$ cat src/rtl/vc0_res_pkg.sv
// package: offsets, field layout, reset values and shared types for the vc0 resource registers
package vc0_res_pkg;

  // register byte offsets
  localparam logic [11:0] OFF_CAP = 12'h150;
  localparam logic [11:0] OFF_CTRL = 12'h154;
  localparam logic [11:0] OFF_STAT = 12'h158;

  // capability word fields
  localparam logic [7:0] CAP_PORT_ARB_RST = 8'h09;
  localparam logic [6:0] CAP_MAX_SLOTS_RST = 7'h7F;
  localparam logic [7:0] CAP_TBL_OFFSET_RST = 8'h04;
  localparam int CAP_ADV_SW_BIT = 14;
  localparam int CAP_SNOOP_BIT = 15;

  // control word fields
  localparam int CTRL_LOAD_BIT = 16;
  localparam int CTRL_SEL_LSB = 17;
  localparam int CTRL_EN_BIT = 31;
  localparam logic [7:0] CTRL_TCMAP_RST = 8'hFF;
  localparam logic CTRL_EN_RST = 1'b1;
  localparam logic [2:0] VC_ID_VAL = 3'h0;

  // status word fields
  localparam int STAT_TBL_BIT = 16;
  localparam int STAT_NEG_BIT = 17;

  // table load duration in cycles
  localparam int TBL_LOAD_CYCLES = 16;
  localparam logic [31:0] RD_UNMAPPED = 32'h0000_0000;

  // arbitration schemes allowed on this channel
  typedef enum logic [2:0] {
    ARB_HW_FIXED = 3'b000,
    ARB_WRR128 = 3'b011
  } arb_sel_t;

  // control state handed to the arbitration datapath
  typedef struct packed {
    logic vc_enable;
    arb_sel_t arb_sel;
    logic [7:0] tc_map;
  } vc_ctrl_t;

endpackage

$ cat src/rtl/vc0_resource_regs.sv
// vc0 resource capability, control and status registers on an avalon-mm slave
//
// Function
// - arbitration capability reads 09h in bits 7:0
// - no time-based wrr on this channel
// - advanced-switching-only bit 14 reads zero
// - snoop rejection bit 15 reads zero
// - max time slots bits 22:16 read 7Fh
// - table offset bits 31:24 read 04h
// - tc map bits 7:0 writable, reset FFh
// - load bit 16 starts table load, reads zero
// - arb select: only 000b/011b, others become 000b
// - channel id bits 26:24 read 000b
// - enable bit 31 writable, resets one
// - table status set on table entry write
// - table status clears after load completes
// - negotiation pending bit 17 tracks negotiation
`timescale 1ns/1ps
module vc0_resource_regs
  import vc0_res_pkg::*;
#(
  parameter int LOAD_CYCLES = TBL_LOAD_CYCLES,
  parameter logic [7:0] TCMAP_PRELOAD = CTRL_TCMAP_RST
) (
  input wire logic clk,
  input wire logic resetn,
  input wire logic [11:0] avs_address,
  input wire logic avs_read,
  input wire logic avs_write,
  input wire logic [31:0] avs_writedata,
  input wire logic [3:0] avs_byteenable,
  output logic [31:0] avs_readdata,
  output logic avs_waitrequest,
  input wire logic tbl_entry_write,
  input wire logic neg_pending_in,
  output vc_ctrl_t vc_ctrl,
  output logic tbl_load_pulse
);

  ////////////////////////////////////////////////////////////////////////////
  // decode helpers

  // fold an unsupported arbitration scheme back to the default
  function automatic arb_sel_t legal_sel(input logic [2:0] raw);
    if (raw == ARB_WRR128) begin
      legal_sel = ARB_WRR128;
    end else begin
      legal_sel = ARB_HW_FIXED;
    end
  endfunction

  // merge write data under byte enables
  function automatic logic [31:0] be_merge(input logic [31:0] old, input logic [31:0] wd,
                                           input logic [3:0] be);
    logic [31:0] r;
    r = old;
    for (int i = 0; i < 4; i++) begin
      if (be[i]) begin
        r[i*8 +: 8] = wd[i*8 +: 8];
      end
    end
    return r;
  endfunction

  ////////////////////////////////////////////////////////////////////////////
  // bus handshake: one wait cycle, answer on the second edge

  logic ack_q;
  logic req;
  logic take;
  assign req = avs_read | avs_write;
  assign take = req & ack_q;

  // waitrequest low exactly one cycle per access, giving registered read data
  always_ff @(posedge clk) begin
    if (!resetn) begin
      ack_q <= 1'b0;
    end else begin
      ack_q <= req & ~ack_q;
    end
  end

  always_ff @(posedge clk) begin
    if (!resetn) begin
      avs_waitrequest <= 1'b1;
    end else begin
      avs_waitrequest <= ~(req & ~ack_q);
    end
  end

  ////////////////////////////////////////////////////////////////////////////
  // control register

  logic [7:0] tcmap_q;
  arb_sel_t sel_q;
  logic en_q;
  logic ctrl_wr;
  logic [31:0] ctrl_img;
  logic [31:0] ctrl_new;
  assign ctrl_wr = take & avs_write & (avs_address == OFF_CTRL);

  // readback image; load bit and reserved bits always zero
  always_comb begin
    ctrl_img = 32'h0000_0000;
    ctrl_img[7:0] = tcmap_q;
    ctrl_img[CTRL_LOAD_BIT] = 1'b0;
    ctrl_img[CTRL_SEL_LSB +: 3] = sel_q;
    ctrl_img[26:24] = VC_ID_VAL;
    ctrl_img[CTRL_EN_BIT] = en_q;
  end
  assign ctrl_new = be_merge(ctrl_img, avs_writedata, avs_byteenable);

  // writable control fields
  always_ff @(posedge clk) begin
    if (!resetn) begin
      tcmap_q <= TCMAP_PRELOAD;
      sel_q <= ARB_HW_FIXED;
      en_q <= CTRL_EN_RST;
    end else if (ctrl_wr) begin
      tcmap_q <= ctrl_new[7:0];
      sel_q <= legal_sel(ctrl_new[CTRL_SEL_LSB +: 3]);
      en_q <= ctrl_new[CTRL_EN_BIT];
    end
  end

  // load strobe, one cycle, only if the lane holding bit 16 is enabled
  logic load_q;
  always_ff @(posedge clk) begin
    if (!resetn) begin
      load_q <= 1'b0;
    end else begin
      load_q <= ctrl_wr & avs_byteenable[2] & avs_writedata[CTRL_LOAD_BIT];
    end
  end

  ////////////////////////////////////////////////////////////////////////////
  // table loader and status

  logic ld_busy;
  logic ld_done;
  vc0_tbl_loader #(
    .LOAD_CYCLES(LOAD_CYCLES)
  ) u_loader (
    .clk(clk),
    .resetn(resetn),
    .start(load_q),
    .busy(ld_busy),
    .done(ld_done)
  );

  // table status: entry write wins over a completing load
  logic tbl_stat_q;
  always_ff @(posedge clk) begin
    if (!resetn) begin
      tbl_stat_q <= 1'b0;
    end else if (tbl_entry_write) begin
      tbl_stat_q <= 1'b1;
    end else if (ld_done) begin
      tbl_stat_q <= 1'b0;
    end
  end

  // negotiation flag comes from the link layer on this same clock
  logic neg_q;
  always_ff @(posedge clk) begin
    if (!resetn) begin
      neg_q <= 1'b0;
    end else begin
      neg_q <= neg_pending_in;
    end
  end

  ////////////////////////////////////////////////////////////////////////////
  // read mux and outputs

  logic [31:0] cap_img;
  logic [31:0] stat_img;
  always_comb begin
    cap_img = 32'h0000_0000;
    cap_img[7:0] = CAP_PORT_ARB_RST;
    cap_img[CAP_ADV_SW_BIT] = 1'b0;
    cap_img[CAP_SNOOP_BIT] = 1'b0;
    cap_img[22:16] = CAP_MAX_SLOTS_RST;
    cap_img[31:24] = CAP_TBL_OFFSET_RST;
    stat_img = 32'h0000_0000;
    stat_img[STAT_TBL_BIT] = tbl_stat_q;
    stat_img[STAT_NEG_BIT] = neg_q;
  end

  // read data registered on the first edge, one edge before the answering edge
  always_ff @(posedge clk) begin
    if (!resetn) begin
      avs_readdata <= 32'h0000_0000;
    end else if (avs_read & ~ack_q) begin
      case (avs_address)
        OFF_CAP: avs_readdata <= cap_img;
        OFF_CTRL: avs_readdata <= ctrl_img;
        OFF_STAT: avs_readdata <= stat_img;
        default: avs_readdata <= RD_UNMAPPED; // unmapped reads zero
      endcase
    end
  end

  // control to the datapath, registered
  always_ff @(posedge clk) begin
    if (!resetn) begin
      vc_ctrl <= '{vc_enable: CTRL_EN_RST, arb_sel: ARB_HW_FIXED, tc_map: TCMAP_PRELOAD};
      tbl_load_pulse <= 1'b0;
    end else begin
      vc_ctrl <= '{vc_enable: en_q, arb_sel: sel_q, tc_map: tcmap_q};
      tbl_load_pulse <= load_q;
    end
  end
endmodule // vc0_resource_regs

$ cat src/rtl/vc0_tbl_loader.sv
// table load sequencer: counts out the copy of the stored table into the arbiter
`timescale 1ns/1ps
module vc0_tbl_loader
  import vc0_res_pkg::*;
#(
  parameter int LOAD_CYCLES = TBL_LOAD_CYCLES
) (
  input wire logic clk,
  input wire logic resetn,
  input wire logic start,
  output logic busy,
  output logic done
);

  typedef enum logic [0:0] {
    LD_IDLE = 1'b0,
    LD_RUN = 1'b1
  } ld_state_t;

  ld_state_t state_q;
  logic [15:0] cnt_q;

  // sequencer; a start while busy restarts the count so the newest table wins
  always_ff @(posedge clk) begin
    if (!resetn) begin
      state_q <= LD_IDLE;
      cnt_q <= 16'h0000;
      done <= 1'b0;
    end else begin
      done <= 1'b0;
      case (state_q)
        LD_IDLE: begin
          if (start) begin
            state_q <= LD_RUN;
            cnt_q <= 16'(LOAD_CYCLES - 1);
          end
        end
        LD_RUN: begin
          if (start) begin
            cnt_q <= 16'(LOAD_CYCLES - 1);
          end else if (cnt_q == 16'h0000) begin
            state_q <= LD_IDLE;
            done <= 1'b1;
          end else begin
            cnt_q <= cnt_q - 16'h0001;
          end
        end
        default: state_q <= LD_IDLE;
      endcase
    end
  end

  assign busy = (state_q == LD_RUN);

endmodule // vc0_tbl_loader

$ cat config.mk
export PLATFORM = sky130hd
export DESIGN_NAME = vc0_resource_regs
export DESIGN_NICKNAME = d
export VERILOG_FILES = /design/src/rtl/vc0_res_pkg.sv /design/src/rtl/vc0_resource_regs.sv /design/src/rtl/vc0_tbl_loader.sv
export SDC_FILE = /design/constraint.sdc
export NUM_CORES = 1
export LEC_CHECK = 0
export BUFFER_PORTS_ARGS = -buffer_cell sky130_fd_sc_hd__buf_2
export CORE_MARGIN = 5
export CORE_UTILIZATION = 33
export CTS_BUF_LIST = sky130_fd_sc_hd__clkbuf_4
export DETAILED_ROUTE_END_ITERATION = 10
export GPL_ROUTABILITY_DRIVEN = 0
export GPL_TIMING_DRIVEN = 0
export SLEW_MARGIN = 20
export SYNTH_ARGS = -nofsm -noshare
export SYNTH_HDL_FRONTEND = slang
export SYNTH_SLANG_ARGS = --single-unit
$ cat constraint.sdc
create_clock -name clk -period 2 [get_ports clk]
set_clock_uncertainty 0.15 [all_clocks]
set_input_delay 0.1 -clock clk [delete_from_list [all_inputs] [get_ports clk]]
set_output_delay 0.1 -clock clk [all_outputs]
set_load 0.02 [all_outputs]
==> results summary <==
The run finished with clean final reports. The final worst slack is 43.93 ps. The total via count in the routed design is 2215.

Setup violations remaining at the end of the flow were counted as 0. The initial antenna violation count is 0. The min-delay analysis places its worst path in the category in2reg. The clock transition at the register clock pins on the worst setup and hold paths after CTS is 110 ps.

The count of nets left with antenna violations once routing finished came out at 0. The synthesized area came out at 2486 µm². For this block, the initial DRC count from the detailed router was 51. The worst setup path is captured at a flip-flop.

The tool flagged a number of max-cap violations equal to 0. The count of H-tree levels built during CTS is 3. In the finished design, the share of the clock period the worst path needs comes to 97.80%. Clock latency on the worst-skew pair, taken at its later pin, is 400 ps. The count of endpoints failing hold in the final timing report came out at 0.

Compared with the post-synthesis result, the final layout area differs by 38.15%. The design draws 2.153 mW. The DRC violations left is 0. The worst setup timing slack at the placement stage is -50.96 ps. The number of placement rows is 31.

Counting distinct cell types in the post-synthesis netlist gives 47. The synthesized netlist devotes 25.21% of its cell area to simple gates. In the synthesized netlist the dominant register cell turns out to be sky130_fd_sc_hd__dfxtp_1. The tree built by TritonCTS fans out to 57 sinks.

In this run the most critical hold path is launched from avs_writedata[19]. The xor/xnor share of the synthesized area came out at 0%. The die area came out at 9369 µm². Clock tree synthesis inserted a total of 9 buffers. The proportion of synthesized flip-flops having asynchronous set or reset is 0%. The number of I/O pins came out at 100. 0 antenna diodes ended up in the layout. The number of inserted filler cells in the final layout is 730. Setup repair after global routing could not meet its margin everywhere. The critical path contains buffers and inverters numbering 2 combined. From bottom edge to top edge, the die measures 96.80 µm.

The number of global-route vias before repair is 2258. The floorplan die width came out at 96.80 µm. The shortest clock period the worst path allows after layout came out at 1956 ps. In this run the worst setup path begins at u_loader.cnt_q[0]. The slowest library cell on the worst path is sky130_fd_sc_hd__or4_1. The actual slew at the worst max-slew pin came out at 585.8 ps. The number of optimization iterations in the first detailed-route pass came out at 4. Dividing the detail-routed wire length by the instance count gives 13.01 µm. The via count normalized by instance count is 4.624. TritonCTS built the clock tree. The core box area is 7292 µm².

The highest cell delay on the worst timing path is 500 ps. The setup path with the least slack is of type reg2reg. No sink is reached through more buffers than the 2 on the longest clock path.

For this configuration, the core starts out at a cell density of 34.09%. STA puts the critical path data arrival time at 2130 ps. The overall track demand over capacity in global routing came out at 13.69%. After synthesis, the largest family of logic cells by area is simple AND/OR/NAND/NOR gates. Measured against its own limit, the worst slew margin works out to 60.73%. The root cell of the clock tree is sky130_fd_sc_hd__clkbuf_4.

Dividing the synthesized area by the synthesized cell count gives 9.599 µm². Yosys mapped a number of flops with a built-in enable equal to 0. Of the cells placed in the final design, the portion with a size suffix greater than 1 is 34.47%. The sequential cell area in the final layout is 1145 µm². The largest voltage drop on the vdd net is 0.3899 mV. The synthesized design contains 57 register bits. The post-detailed-routing wire length came out at 6233 µm. After the last flow step, the layout net total stands at 430.

Summing the areas of all compound-gate instances in the mapped netlist gives 12.53% of the synthesized area. Data on the critical path is required at its endpoint by 2170 ps. On the final layout, the worst hold slack is 38.02 ps. In the synthesized netlist, the number of instances is 259. The post-synthesis mux area share is 5.687%.

The total leakage power came out at 1.547 nW. STA classifies the critical path startpoint as a flip-flop. Sequential elements use 45.90% of the synthesized area. The number of port buffers came out at 63.

The share of synthesized cell area in full adder, half adder and majority cells is 0.5033%. The power per unit of standard cell area came out at 626.7 nW/µm². The multi-input combinational cells in the finished layout cover a total of 1196 µm². The total half-perimeter wirelength after legalization and detailed placement came out at 4282 µm.

In this run the critical register-to-register path is launched from u_loader.cnt_q[0]. The maximum number of pins on one net before global-route repair is 11. Grouping stages by cell kind, the critical path spends the most delay in simple AND/OR/NAND/NOR gates.

Yosys printed 0 warnings. The final count of pins violating max slew is 0. Of all nets on the critical path, the largest fanout is 5.

Summed over all layers, the global routing overflow is 0. The signal on the critical path passes through inv_2 -> ha_4 -> nor4b_4 -> buf_4 -> nand4b_4 -> or4_1 -> a21oi_1. The achievable frequency came out at 0.5112 GHz. The first-pass GRT wire length is 10480 µm.
==> path summary, 6_finish.rpt <==
kind | endpoint | slack (ps) | cells past startpoint
worst min register to register | avs_readdata[4] | 320 | 1
worst max register to register | u_loader.cnt_q[12] | 40 | 7
worst max-delay path | u_loader.cnt_q[12] | 40 | 7
worst min-delay path | sel_q[0] | 40 | 3
==> where the power goes <==
group          switching, mW  total (mW)  internal, mW
combinational         0.0867       0.176        0.0896
clock                  0.447       0.834         0.387
sequential           0.00268        1.14          1.14
==> layout make-up <==
cell class,count,area share [%]
multi-input combinational,172,34.83
sequential,57,33.33
timing repair buffer,91,17.12
buffer,28,5.464
tap,99,3.607
clock buffer,10,2.186
inverter,16,1.749
clock inverter,6,1.712
==> synth_stat cells (2+ instances only) <==
cell type,count,area [µm²]
sky130_fd_sc_hd__nand2_1,13,48.80
sky130_fd_sc_hd__mux2i_1,4,40.04
sky130_fd_sc_hd__nand3_1,8,40.04
sky130_fd_sc_hd__o31ai_1,2,15.01
sky130_fd_sc_hd__mux2_2,9,101.4
sky130_fd_sc_hd__nand4b_1,2,17.52
sky130_fd_sc_hd__buf_4,21,157.7
sky130_fd_sc_hd__nor2_1,14,52.55
sky130_fd_sc_hd__a21oi_1,11,55.05
sky130_fd_sc_hd__and4b_1,2,20.02
sky130_fd_sc_hd__a31oi_1,5,31.28
sky130_fd_sc_hd__and2_1,4,25.02
sky130_fd_sc_hd__clkbuf_1,7,26.28
sky130_fd_sc_hd__nand2b_1,23,143.9
sky130_fd_sc_hd__nand4_1,6,37.54
sky130_fd_sc_hd__nor3_1,5,25.02
sky130_fd_sc_hd__nor4_4,2,42.54
sky130_fd_sc_hd__inv_1,15,56.30
sky130_fd_sc_hd__o21ai_0,6,30.03
sky130_fd_sc_hd__dfxtp_1,57,1141
sky130_fd_sc_hd__or4_1,3,22.52
sky130_fd_sc_hd__and3_1,2,12.51
sky130_fd_sc_hd__a22o_1,11,96.34
sky130_fd_sc_hd__and4_1,2,17.52
sky130_fd_sc_hd__a41o_1,3,30.03
==> sequential cells by signal, indices dropped and copies added (netlist names), 8 cells and up <==
register and count:
u_loader.cnt_q 16, avs_readdata 13, tcmap_q 8, vc_ctrl 10
==> layer usage <==
layer  up-vias  global-route usage, %  share of wire [%]
li1       1112                      -                  -
met1      1026                  15.75                 43
met2        71                  22.66                 48
met3         6                  6.978                8.3
met4         0                  3.132               0.43
met5         -                      0                  0
==> per-stage QoR <==
| step | cell area [µm²] | TNS (ps) | instances | util, % |
|---|---|---|---|---|
| detailed placement | 2982 | -118.4 | 436 | 40.89 |
| finish | 3435 | 0 | 479 | 47.10 |
| global placement | 2982 | -15.75 | 436 | 40.89 |
| CTS | 3408 | 0 | 480 | 46.74 |
| floorplan | 2542 | 0 | 274 | - |
| global route | 3435 | -25.06 | 479 | 47.10 |
==> worst min-delay path: cells and delay by family <==
kind | cells | cell delay (ps)
multiplexers | 1 | 130
buffers and inverters | 1 | 100
AND/OR/NAND/NOR | 1 | 220
==> placed cells by master (no fill, tap or decap), types with 2 or more instances in the layout <==
cell type,synthesis,layout
sky130_fd_sc_hd__and2_1,4,4
sky130_fd_sc_hd__and3_1,2,2
sky130_fd_sc_hd__clkinv_2,0,2
sky130_fd_sc_hd__mux2i_1,4,4
sky130_fd_sc_hd__clkinvlp_4,0,2
sky130_fd_sc_hd__nand4b_1,2,2
sky130_fd_sc_hd__nand4_1,6,6
sky130_fd_sc_hd__dlygate4sd3_1,0,25
sky130_fd_sc_hd__clkbuf_2,0,2
sky130_fd_sc_hd__clkbuf_1,7,4
sky130_fd_sc_hd__conb_1,1,16
sky130_fd_sc_hd__buf_2,1,64
sky130_fd_sc_hd__nand2b_1,23,23
sky130_fd_sc_hd__inv_1,15,13
sky130_fd_sc_hd__nor3_1,5,5
sky130_fd_sc_hd__a31oi_1,5,5
sky130_fd_sc_hd__nand2_1,13,13
sky130_fd_sc_hd__o21ai_0,6,6
sky130_fd_sc_hd__dfxtp_1,57,54
sky130_fd_sc_hd__nor4_4,2,2
sky130_fd_sc_hd__or4_1,3,2
sky130_fd_sc_hd__mux2_2,9,9
sky130_fd_sc_hd__and4b_1,2,2
sky130_fd_sc_hd__a41o_1,3,3
sky130_fd_sc_hd__o31ai_1,2,2
sky130_fd_sc_hd__nand3_1,8,8
sky130_fd_sc_hd__clkinv_1,1,2
sky130_fd_sc_hd__clkbuf_4,0,10
sky130_fd_sc_hd__buf_4,21,24
sky130_fd_sc_hd__inv_2,0,2
sky130_fd_sc_hd__a21oi_1,11,11
sky130_fd_sc_hd__dfxtp_2,0,3
sky130_fd_sc_hd__a22o_1,11,11
sky130_fd_sc_hd__nor2_1,14,14
==> cells by family after synthesis <==
kind of cell    after synthesis
compound gates               44
flops                        57
simple gates                 98
fa+ha+maj                     1
buf+inv                      45
mux                          13
other cells                   1
==> repair_timing <==
| action | 4_1_cts | 5_1_grt |
|---|---|---|
| hold buffers | 25 | 0 |
| endpoints found under the hold margin | 33 | 0 |
| pin swaps | 0 | 0 |
| buffers inserted | 3 | 0 |
| gates resized for setup | 3 | 13 |
| setup endpoints to repair | 6 | 20 |
Note: power is estimated with default switching activity, not from simulation.
